--- config.mk ---
export PLATFORM = sky130hd
export DESIGN_NAME = bus_reset_node_control
export DESIGN_NICKNAME = d
export VERILOG_FILES = /design/src/include/node_ctrl_pkg.sv /design/src/rtl/selfid_analyzer.sv /design/src/rtl/bus_reset_node_control.sv
export SDC_FILE = /design/constraint.sdc
export NUM_CORES = 1
export LEC_CHECK = 0
export ABC_AREA = 1
export BUFFER_PORTS_ARGS = -buffer_cell sky130_fd_sc_hd__buf_4
export CORE_ASPECT_RATIO = 1.2
export CORE_MARGIN = 8
export CORE_UTILIZATION = 60
export DETAILED_ROUTE_END_ITERATION = 16
export PLACE_DENSITY = 0.78
export SYNTH_ARGS = -nofsm -noshare
export SYNTH_HDL_FRONTEND = slang
export SYNTH_HIERARCHICAL = 1
export SYNTH_SLANG_ARGS = --single-unit
--- constraint.sdc ---
create_clock -name core_clk -period 2.36 [get_ports core_clk]
set_clock_uncertainty 0.1 [all_clocks]
set_input_delay 0.472 -clock core_clk [delete_from_list [all_inputs] [get_ports core_clk]]
set_output_delay 0.472 -clock core_clk [all_outputs]
set_load 0.01 [all_outputs]
--- src/include/node_ctrl_pkg.sv ---
// Package: register map, field positions, reset values and timing counts
// Assumes a 100 MHz core clock and 32-bit APB data.
package node_ctrl_pkg;
	localparam int CLK_MHZ = 100;
	localparam int ADDR_W = 8;
	// Register byte offsets
	localparam logic [7:0] OFF_CTRL = 8'h00;
	localparam logic [7:0] OFF_NODEID = 8'h04;
	localparam logic [7:0] OFF_DIAG = 8'h08;
	localparam logic [7:0] OFF_IRQ = 8'h0c;
	localparam logic [7:0] OFF_EXTIRQ = 8'h10;
	localparam logic [7:0] OFF_MASKA = 8'h14;
	localparam logic [7:0] OFF_MASKB = 8'h18;
	localparam logic [7:0] OFF_ACTMAP = 8'h1c;
	localparam logic [7:0] OFF_SPDMAP = 8'h20;
	localparam logic [7:0] OFF_GTIMER = 8'h24;
	localparam logic [7:0] OFF_STIMER = 8'h28;
	localparam logic [7:0] OFF_RETRY = 8'h2c;
	localparam logic [7:0] OFF_BCTIMER = 8'h30;
	localparam logic [7:0] OFF_STATUS = 8'h34;
	// Control register bits
	localparam int C_TXON = 0;
	localparam int C_CYCON = 1;
	localparam int C_CYCSRC = 2;
	localparam int C_CONCAT = 3;
	localparam int C_ACKSP = 4;
	localparam int C_RXFLUSH = 5;
	localparam int C_ISOFLUSH = 6;
	localparam int C_ISOSEL = 7;
	localparam int C_KEEPSID = 8;
	localparam int C_GTSTART = 9;
	localparam int C_GTREPEAT = 10;
	localparam int C_RETRYDUAL = 11;
	localparam int C_STSTART = 12;
	// Node id bits
	localparam int N_VALID = 31;
	localparam int N_ROOT = 30;
	localparam int N_RMVALID = 29;
	localparam int N_RMLO = 8;
	localparam int N_IDLO = 0;
	// Diagnostic bits
	localparam int D_ATPEND = 0;
	localparam int D_ITPEND = 1;
	// Interrupt factor bits
	localparam int I_CFG = 0;
	localparam int I_GT = 1;
	localparam int I_STO = 2;
	localparam int I_RETRY = 3;
	localparam int I_BUSRST = 4;
	localparam int I_SIDERR = 5;
	localparam int I_EXT = 31;
	localparam int IRQ_W = 32;
	// Reset values
	localparam logic [5:0] RM_NUMBER_RST = 6'h3f;
	localparam logic [31:0] RETRY_RST = 32'h0000_0000;
	// Configuration timer points
	localparam int CFG_T1_US = 125;
	localparam int CFG_T2_US = 625;
	localparam int CFG_T3_US = 1000000;
	localparam int CFG_T1_CYC = CFG_T1_US * CLK_MHZ;
	localparam int CFG_T2_CYC = CFG_T2_US * CLK_MHZ;
	localparam int CFG_T3_CYC = CFG_T3_US * CLK_MHZ;
	localparam int RETRY_PHASE_CYC = 64;
endpackage

--- src/rtl/selfid_analyzer.sv ---
// Self-ID quadlet checker: builds node maps and root/manager numbers
// Assumes quadlet pairs (data then inverse) on the core clock.
`timescale 1ns/1ns
`default_nettype none
module selfid_analyzer (
	// Clock and reset
	input  wire logic        core_clk,
	input  wire logic        rst_n,
	// Control
	input  wire logic        clearMaps,
	// Quadlet stream
	input  wire logic        quadValid,
	input  wire logic [31:0] quadData,
	// Results
	output logic      [63:0] activeMap,
	output logic      [63:0] speedMap,
	output logic      [5:0]  rootNumber,
	output logic      [5:0]  rmNumber,
	output logic             rmFound,
	output logic             seqError,
	output logic             anyPacket
);
	import node_ctrl_pkg::*;
	logic        haveData;
	logic [31:0] firstQuad;
	logic [5:0]  expectNode;
	logic [5:0]  phyId;

	assign phyId = firstQuad[29:24];

	always_ff @(posedge core_clk) begin
		if (!rst_n || clearMaps) begin
			haveData   <= 1'b0;
			firstQuad  <= 32'h0000_0000;
			expectNode <= 6'h00;
			activeMap  <= 64'h0;
			speedMap   <= 64'h0;
			rootNumber <= 6'h00;
			rmNumber   <= RM_NUMBER_RST;
			rmFound    <= 1'b0;
			seqError   <= 1'b0;
			anyPacket  <= 1'b0;
		end else if (quadValid) begin
			if (!haveData) begin
				firstQuad <= quadData;
				haveData  <= 1'b1;
			end else begin
				haveData <= 1'b0;
				if (quadData != ~firstQuad) begin
					seqError <= 1'b1;
				end else if (phyId != expectNode) begin
					seqError <= 1'b1;
				end else begin
					anyPacket  <= 1'b1;
					expectNode <= phyId + 6'h01;
					rootNumber <= phyId;
					activeMap[phyId] <= firstQuad[22];
					speedMap[phyId]  <= firstQuad[14];
					if (firstQuad[11] && firstQuad[22]) begin
						rmNumber <= phyId;
						rmFound  <= 1'b1;
					end
				end
			end
		end
	end
endmodule
`default_nettype wire

--- src/rtl/bus_reset_node_control.sv ---
// Node control: bus reset actions, self-ID results, timers, interrupts
// Assumes an APB master on core_clk and phy signals from another domain.
// Summary of operation
// - Bus reset clears both transmit-pending flags
// - Bus reset clears valid, root, manager flags
// - Bus reset clears active and speed maps
// - Bus reset reloads retry and reset state
// - Bus reset reloads configuration timer; end of self-ID starts it
// - Configuration timer flags at 125us, 625us, 1s
// - Bus reset flushes queues per options
// - Self-ID kept per option, root then settled
// - Analysis checks inverse, continuity, contender, link, speed
// - Analysis yields root, manager, active and speed maps
// - Cycle start needs all enables and root
// - General timer repeats or fires once
// - Split timeout flags at preset count
// - Retry timer self-started, single or dual phase
// - Factors latch into sticky flags that drive interrupt outputs
// - Extended bit is OR of extended factors
// - Masks route factors; masked factor is silent
// - Concatenate channels when enabled and iso multi-channel is set
`timescale 1ns/1ns
`default_nettype none
module bus_reset_node_control #(
	parameter int CFG_T3 = node_ctrl_pkg::CFG_T3_CYC
) (
	// Clock and reset
	input  wire logic        core_clk,
	input  wire logic        rst_n,
	// APB slave
	input  wire logic        psel,
	input  wire logic        penable,
	input  wire logic        pwrite,
	input  wire logic [node_ctrl_pkg::ADDR_W-1:0] paddr,
	input  wire logic [31:0] pwdata,
	output logic      [31:0] prdata,
	output logic             pready,
	output logic             pslverr,
	// Physical layer
	input  wire logic        phyBusReset,
	input  wire logic        selfidValid,
	input  wire logic [31:0] selfidData,
	input  wire logic        selfidDone,
	// Link core events
	input  wire logic        asyncTxStart,
	input  wire logic        isoTxStart,
	input  wire logic [7:0]  extEvents,
	input  wire logic        isoMultiChannel,
	// Queue controls and feature enables
	output logic             flushAsyncTxInt,
	output logic             flushAsyncRxInt,
	output logic             flushAsyncRx,
	output logic             flushIsoTx,
	output logic             storeSelfid,
	output logic [31:0]      storeSelfidData,
	output logic             cycleStartOn,
	output logic             concatOn,
	output logic             ackSpeedupOn,
	// Interrupts
	output logic             irq_out_a_n,
	output logic             irq_out_b_n
);
	import node_ctrl_pkg::*;

	if (CFG_T3 <= CFG_T2_CYC) begin
		$error("CFG_T3 must exceed 625 us count");
	end

	logic [2:0]  rstSync;
	logic        busRstLevel;
	logic        busRstPulse;
	logic [31:0] ctrl;
	logic        nodeValid;
	logic        rootFlag;
	logic        rmValid;
	logic [5:0]  rmNumberReg;
	logic [1:0]  diag;
	logic [31:0] irqFlags;
	logic [31:0] extFlags;
	logic [31:0] maskA;
	logic [31:0] maskB;
	logic [31:0] gtInterval;
	logic [31:0] gtCount;
	logic        gtRun;
	logic [31:0] stPreset;
	logic [31:0] stCount;
	logic [31:0] retryReg;
	logic [7:0]  retryCount;
	logic        retryPhase;
	logic [31:0] cfgCount;
	logic        cfgRun;
	logic        resetSeen;
	logic        selfidSeen;
	logic [63:0] activeMap;
	logic [63:0] speedMap;
	logic [5:0]  rootNumber;
	logic [5:0]  rmNumber;
	logic        rmFound;
	logic        seqError;
	logic        anyPacket;
	logic [31:0] setIrq;
	logic [31:0] setExt;
	logic        accessWr;
	logic        accessRd;
	logic [31:0] next_rdata;
	logic        mapped;

	function automatic logic hitAddr(input logic [ADDR_W-1:0] a, input logic [7:0] off);
		hitAddr = (a == off);
	endfunction

	// Phy reset synchroniser, change counts when stages two and three agree
	always_ff @(posedge core_clk) begin
		if (!rst_n) begin
			rstSync     <= 3'h0;
			busRstLevel <= 1'b0;
		end else begin
			rstSync <= {rstSync[1:0], phyBusReset};
			if (rstSync[1] == rstSync[2]) begin
				busRstLevel <= rstSync[2];
			end
		end
	end
	assign busRstPulse = rstSync[1] && rstSync[2] && !busRstLevel;

	assign accessWr = psel && penable && pwrite;
	assign accessRd = psel && penable && !pwrite;

	// Control, mask and timer setting registers
	always_ff @(posedge core_clk) begin
		if (!rst_n) begin
			ctrl  <= 32'h0000_0000;
			maskA <= 32'h0000_0000;
			maskB <= 32'h0000_0000;
			gtInterval <= 32'h0000_0000;
			stPreset   <= 32'h0000_0000;
		end else if (accessWr) begin
			if (hitAddr(paddr, OFF_CTRL)) ctrl <= pwdata;
			if (hitAddr(paddr, OFF_MASKA)) maskA <= pwdata;
			if (hitAddr(paddr, OFF_MASKB)) maskB <= pwdata;
			if (hitAddr(paddr, OFF_GTIMER)) gtInterval <= pwdata;
			if (hitAddr(paddr, OFF_STIMER)) stPreset <= pwdata;
		end
	end

	// Node identification
	always_ff @(posedge core_clk) begin
		if (!rst_n || busRstPulse) begin
			nodeValid   <= 1'b0;
			rootFlag    <= 1'b0;
			rmValid     <= 1'b0;
			rmNumberReg <= RM_NUMBER_RST;
			selfidSeen  <= 1'b0;
		end else if (selfidDone && !selfidSeen) begin
			selfidSeen  <= 1'b1;
			nodeValid   <= anyPacket && !seqError;
			rootFlag    <= anyPacket && !seqError;
			rmValid     <= rmFound;
			rmNumberReg <= rmNumber;
		end
	end

	// Diagnostic pending flags
	always_ff @(posedge core_clk) begin
		if (!rst_n || busRstPulse) begin
			diag <= 2'b00;
		end else begin
			if (asyncTxStart) diag[D_ATPEND] <= 1'b1;
			if (isoTxStart) diag[D_ITPEND] <= 1'b1;
		end
	end

	// Self-ID analysis
	selfid_analyzer u_sid (
		.core_clk   (core_clk),
		.rst_n      (rst_n),
		.clearMaps  (busRstPulse),
		.quadValid  (selfidValid && !selfidSeen),
		.quadData   (selfidData),
		.activeMap  (activeMap),
		.speedMap   (speedMap),
		.rootNumber (rootNumber),
		.rmNumber   (rmNumber),
		.rmFound    (rmFound),
		.seqError   (seqError),
		.anyPacket  (anyPacket)
	);

	// Queue flushes and self-ID storage
	always_ff @(posedge core_clk) begin
		if (!rst_n) begin
			flushAsyncTxInt <= 1'b0;
			flushAsyncRxInt <= 1'b0;
			flushAsyncRx    <= 1'b0;
			flushIsoTx      <= 1'b0;
			storeSelfid     <= 1'b0;
			storeSelfidData <= 32'h0000_0000;
		end else begin
			flushAsyncTxInt <= busRstPulse;
			flushAsyncRxInt <= busRstPulse;
			flushAsyncRx    <= busRstPulse && ctrl[C_RXFLUSH];
			flushIsoTx      <= busRstPulse && !ctrl[C_ISOSEL] && ctrl[C_ISOFLUSH];
			storeSelfid     <= selfidValid && !selfidSeen && ctrl[C_KEEPSID];
			storeSelfidData <= selfidData;
		end
	end

	// Configuration timer, started at end of self-ID
	always_ff @(posedge core_clk) begin
		if (!rst_n || busRstPulse) begin
			cfgCount  <= 32'h0000_0000;
			cfgRun    <= 1'b0;
			resetSeen <= !rst_n ? 1'b0 : 1'b1;
		end else begin
			if (resetSeen && selfidDone && !cfgRun && cfgCount == 32'h0) begin
				cfgRun <= 1'b1;
			end
			if (cfgRun) begin
				if (cfgCount == 32'(CFG_T3)) cfgRun <= 1'b0;
				else cfgCount <= cfgCount + 32'h1;
			end
		end
	end

	// General timer
	always_ff @(posedge core_clk) begin
		if (!rst_n) begin
			gtCount <= 32'h0000_0000;
			gtRun   <= 1'b0;
		end else if (accessWr && hitAddr(paddr, OFF_CTRL) && pwdata[C_GTSTART]) begin
			gtCount <= 32'h0000_0000;
			gtRun   <= 1'b1;
		end else if (gtRun) begin
			if (gtCount >= gtInterval) begin
				gtCount <= 32'h0000_0000;
				gtRun   <= ctrl[C_GTREPEAT];
			end else begin
				gtCount <= gtCount + 32'h1;
			end
		end
	end

	// Split timeout timer
	always_ff @(posedge core_clk) begin
		if (!rst_n || !ctrl[C_STSTART]) begin
			stCount <= 32'h0000_0000;
		end else if (stCount != stPreset) begin
			stCount <= stCount + 32'h1;
		end
	end

	// Retry timer, self started on bus reset
	always_ff @(posedge core_clk) begin
		if (!rst_n || busRstPulse) begin
			retryReg   <= RETRY_RST;
			retryCount <= 8'h00;
			retryPhase <= 1'b0;
		end else if (retryCount == 8'(RETRY_PHASE_CYC - 1)) begin
			retryCount <= 8'h00;
			retryPhase <= ctrl[C_RETRYDUAL] ? !retryPhase : 1'b0;
			retryReg   <= retryReg + 32'h1;
		end else begin
			retryCount <= retryCount + 8'h01;
		end
	end

	// Interrupt events
	always_comb begin
		setIrq = 32'h0000_0000;
		setIrq[I_CFG] = cfgRun && (cfgCount == 32'(CFG_T1_CYC) || cfgCount == 32'(CFG_T2_CYC)
			|| cfgCount == 32'(CFG_T3));
		setIrq[I_GT] = gtRun && gtCount >= gtInterval;
		setIrq[I_STO] = ctrl[C_STSTART] && stPreset != 32'h0
			&& stCount + 32'h1 == stPreset;
		setIrq[I_RETRY] = retryCount == 8'(RETRY_PHASE_CYC - 1) && retryPhase;
		setIrq[I_BUSRST] = busRstPulse;
		setIrq[I_SIDERR] = selfidDone && !selfidSeen && seqError;
		setExt = {24'h0, extEvents};
	end

	// Sticky flags, set wins over write-one-to-clear
	always_ff @(posedge core_clk) begin
		if (!rst_n) begin
			irqFlags <= 32'h0000_0000;
			extFlags <= 32'h0000_0000;
		end else begin
			if (accessWr && hitAddr(paddr, OFF_IRQ)) begin
				irqFlags <= (irqFlags & ~pwdata) | setIrq;
			end else begin
				irqFlags <= irqFlags | setIrq;
			end
			if (accessWr && hitAddr(paddr, OFF_EXTIRQ)) begin
				extFlags <= (extFlags & ~pwdata) | setExt;
			end else begin
				extFlags <= extFlags | setExt;
			end
		end
	end

	// Output pins and feature enables
	always_ff @(posedge core_clk) begin
		if (!rst_n) begin
			irq_out_a_n  <= 1'b1;
			irq_out_b_n  <= 1'b1;
			cycleStartOn <= 1'b0;
			concatOn     <= 1'b0;
			ackSpeedupOn <= 1'b0;
		end else begin
			irq_out_a_n  <= ~|({(|extFlags), irqFlags[30:0]} & ~maskA);
			irq_out_b_n  <= ~|({(|extFlags), irqFlags[30:0]} & ~maskB);
			cycleStartOn <= ctrl[C_TXON] && ctrl[C_CYCON] && ctrl[C_CYCSRC] && rootFlag;
			concatOn     <= ctrl[C_CONCAT] && isoMultiChannel;
			ackSpeedupOn <= ctrl[C_ACKSP];
		end
	end

	// Read decode
	always_comb begin
		next_rdata = 32'h0000_0000;
		mapped = 1'b1;
		unique case (paddr)
			OFF_CTRL: next_rdata = ctrl;
			OFF_NODEID: next_rdata = {nodeValid, rootFlag, rmValid, 15'h0,
				rmNumberReg, 2'b00, rootNumber};
			OFF_DIAG: next_rdata = {30'h0, diag};
			OFF_IRQ: next_rdata = {(|extFlags), irqFlags[30:0]};
			OFF_EXTIRQ: next_rdata = extFlags;
			OFF_MASKA: next_rdata = maskA;
			OFF_MASKB: next_rdata = maskB;
			OFF_ACTMAP: next_rdata = activeMap[31:0];
			OFF_SPDMAP: next_rdata = speedMap[31:0];
			OFF_GTIMER: next_rdata = gtInterval;
			OFF_STIMER: next_rdata = stPreset;
			OFF_RETRY: next_rdata = retryReg;
			OFF_BCTIMER: next_rdata = cfgCount;
			OFF_STATUS: next_rdata = {29'h0, busRstLevel, cfgRun, gtRun};
			default: mapped = 1'b0;
		endcase
	end

	// APB answer: no wait states, ready in the first access cycle
	always_ff @(posedge core_clk) begin
		if (!rst_n) begin
			pready  <= 1'b0;
			prdata  <= 32'h0000_0000;
			pslverr <= 1'b0;
		end else begin
			pready  <= psel && !penable;
			pslverr <= psel && !penable && !mapped;
			if (psel && !penable && !pwrite) prdata <= next_rdata;
		end
	end
endmodule
`default_nettype wire

==> results.md <==
- Of the total power, registers draw 0.483.
- Summed over all nets, wire length on met3 after detailed routing comes to 10.48 mm.
- Summed over all layers, the global routing overflow is 0.
- The first-iteration detailed-routing DRC count is 3804.
- Measured against its own limit, the worst slew margin works out to 0.4919.
- The first detailed-routing pass took 6 iterations.
- The number of H-tree levels is 2.
- The worst path in the final design needs a cycle of 2237 ps, including I/O delays and setup.
- The measured slew at the worst slew-check pin is 761.3 ps.
- The flow ran to the end, and the final reports show no timing, DRC or antenna violations.
- The total DRC errors in the routed layout is 0.
- When the netlist entered floorplanning its net count stood at 4331.
- The count of boundary I/O pins is 167.
- The final hold slack is 75.29 ps.
- The routed design has 103.8 mm of wire.
- The number of port buffers is 166.
- The via count normalized by instance count is 5.793.
- The number of cell instances on the worst register-to-register path is 12.
- The number of nets in the layout is 4650.
- For the worst setup path, the data required time is 2790 ps.
- Summing every instance area after synthesis gives 29070 sq um.
- For this block, wires on met1 add up to 39.38 mm.
- The die width is 216.9 microns.
- Of all nets on the critical path, the largest fanout is 30.
- The initial cell density of the core is 0.6055.
- The placeable core area is 48010 sq um.
- STA classifies the critical path endpoint as a flip-flop.
- The final number of max-transition violations is 0.
- The root buffer selected by CTS is sky130_fd_sc_hd__clkbuf_16.
- At the end of the flow the core is filled with cells to 0.7277.
- The post-CTS clock slew at the launch and capture registers of the worst setup and hold paths is 60 ps.
- The largest vdd supply drop is 0.0007209 V.
- The total clock buffers created by CTS is 57.
- The post-placement worst setup slack is -680.2 ps.
- STA classifies the critical path startpoint as a flip-flop.
- The worst-skew pair later-pin latency is 630 ps.
- The arrival time of the worst setup path is 2670 ps.
- A synthesized cell averages 6.920 sq um.
- The maximum clock frequency is 447.0 MHz.
- The total met2 wirelength after detailed routing is 46.47 mm.
- Setup violations remaining at the end of the flow were counted as 0.
- The cell area after placement is 32450 sq um.
- Setup repair after global routing could not meet its margin everywhere.
- The summed area of non-filler cells in the final layout is 34930 sq um.
- Dividing total power by cell area gives a power density of 583.0 nW/um^2.
- The path class of the tightest hold or removal check is input pin to flip-flop.
- The total power draw is 20370 uW.
- The number of placement rows is 88.
- The HPWL reported at the end of detailed placement is 77.06 mm.
- Synthesis produced 4200 cells.
- The routed wirelength normalized by instance count is 20.01 microns.
- The max-capacitance violation count is 0.
- The number of antenna violations at the first check in global routing is 2.
- The uppermost layer routed is met5.
- The worst-case clock buffer depth is 3.
- The switching power as a share of total power is 0.2476.
- The Yosys step of the flow raised 6 warnings.
- The via count of the first global-routing pass is 27953.
- The fraction of layout instances using a drive strength above 1 is 0.1387.
- The total routing usage reported by global routing is 0.3573.
- The floorplan step defined a die boundary enclosing 55770 sq um.
- The weighted congestion reported at the end of routability-driven placement is 1.013.
- For this block, the via count after detailed routing is 30056.
- The least setup slack across all paths after layout is 122.7 ps.
- Summed over all nets, the switching power comes to 5043 uW.
- The startpoint-to-endpoint class of the critical path is flip-flop to flip-flop.
- The instance count along the most critical hold path is 3.
- The number of antenna-violating nets in the routed design is 0.
- The largest net degree at the start of global routing is 78.
- The die is 257.1 microns tall.
- The wire length of the first global-routing pass is 158.4 mm.
- Of the total power, combinational logic draws 0.069.
- In the finished design, the share of the clock period the worst path needs comes to 0.9480.
- The internal power of the cells totals 15320 uW.
- The number of diodes is 0.
- The number of sinks handled by clock tree synthesis is 571.
- The analysis attributes to cell leakage a power of 0.01565 uW.
- The part of the power in the clock network is 0.447.
- The TritonCTS clock tree is built.
- The area growth from synthesis to layout is 20.19%.
- The number of hold violations in the final report is 0.
-- power groups by stage --
stage | clock [uW] | combinational (uW) | sequential (uW)
final | 9110 | 1410 | 9840
after global routing | 9500 | 1510 | 9850
after CTS | 9150 | 1370 | 9840
after detailed placement | 0 | 1290 | 10100
after global placement | 0 | 1280 | 10100
after floorplan | 0 | 688 | 10000
-- area by class of cell --
| class | count | area, sq um |
|---|---|---|
| well taps | 630 | 788.3 |
| multi-input cells | 2840 | 14630 |
| fillers | 3959 | 13070 |
| clock buffers | 72 | 1584 |
| clock inverters | 26 | 254.0 |
| repair buffers | 456 | 4000 |
| flip-flops and latches | 571 | 11450 |
| inverters | 593 | 2231 |
-- layer usage --
metal / track usage / vias to the layer above
met5: 0 / -
met4: 0.2204 / 2
met3: 0.06291 / 407
met2: 0.5719 / 1684
met1: 0.4432 / 13738
li1: - / 14225
-- flip-flops by register name (all words and copies together) (netlist names), 6 cells and up --
| name | count |
|---|---|
| stCount | 32 |
| u_sid/rootNumber | 6 |
| gtInterval | 32 |
| retryCount | 8 |
| u_sid/speedMap | 32 |
| extFlags | 32 |
| prdata | 32 |
| u_sid/expectNode | 6 |
| maskB | 32 |
| gtCount | 32 |
| u_sid/firstQuad | 32 |
| u_sid/activeMap | 32 |
| retryReg | 32 |
| storeSelfidData | 32 |
| ctrl | 32 |
| cfgCount | 32 |
| u_sid/rmNumber | 6 |
| rmNumberReg | 6 |
| maskA | 32 |
| stPreset | 32 |
| irqFlags | 31 |
-- per-stage QoR --
step / setup TNS [ps] / instances
3_3_place_gp: -977.8 / 5039
5_1_grt: -43.97 / 5188
4_1_cts: 0 / 5183
3_5_place_dp: -1291 / 5039
6_report: 0 / 5188
2_1_floorplan: 0 / 4200
-- cells in the final DEF (no fill, tap or decap), types with 57 or more instances in the layout --
| cell | instances |
|---|---|
| sky130_fd_sc_hd__nand2_1 | 875 |
| sky130_fd_sc_hd__inv_1 | 574 |
| sky130_fd_sc_hd__dfxtp_1 | 564 |
| sky130_fd_sc_hd__nor2_1 | 547 |
| sky130_fd_sc_hd__buf_4 | 371 |
| sky130_fd_sc_hd__a21oi_1 | 350 |
| sky130_fd_sc_hd__o21ai_0 | 274 |
| sky130_fd_sc_hd__nand3_1 | 148 |
| sky130_fd_sc_hd__xor2_1 | 96 |
| sky130_fd_sc_hd__nand4_1 | 62 |
| sky130_fd_sc_hd__nor3_1 | 61 |
| sky130_fd_sc_hd__clkbuf_16 | 58 |
| sky130_fd_sc_hd__o211ai_1 | 57 |
-- final timing paths --
kind,to,slack [ps],startpoint
worst min register to register,rstSync[1],330,rstSync[0]
worst min-delay path,busRstLevel,80,rst_n
worst max-delay path,gtCount[4],120,gtInterval[26]
worst max register to register,gtCount[4],120,gtInterval[26]
-- timing repair --
item                       CTS  global route
buffers inserted             0             5
gates cloned                 0             0
hold buffers                46             0
pin swaps                    0             9
setup endpoints to repair    1            82
resized for setup            1            38
hold endpoints to repair    59             0
-- worst max-delay path, cell delays in order (launching register included) --
cell	delay, ps
sky130_fd_sc_hd__dfxtp_1	400
sky130_fd_sc_hd__inv_1	120
sky130_fd_sc_hd__ha_1	320
sky130_fd_sc_hd__nand2_1	80
sky130_fd_sc_hd__o21ai_0	90
sky130_fd_sc_hd__nand2_1	60
sky130_fd_sc_hd__o211ai_1	110
sky130_fd_sc_hd__nor2_1	180
sky130_fd_sc_hd__nand3_1	130
sky130_fd_sc_hd__nand2_1	100
sky130_fd_sc_hd__nand2_1	90
sky130_fd_sc_hd__buf_12	170
sky130_fd_sc_hd__nor3_1	180
Power figures use the tool's default switching activity.
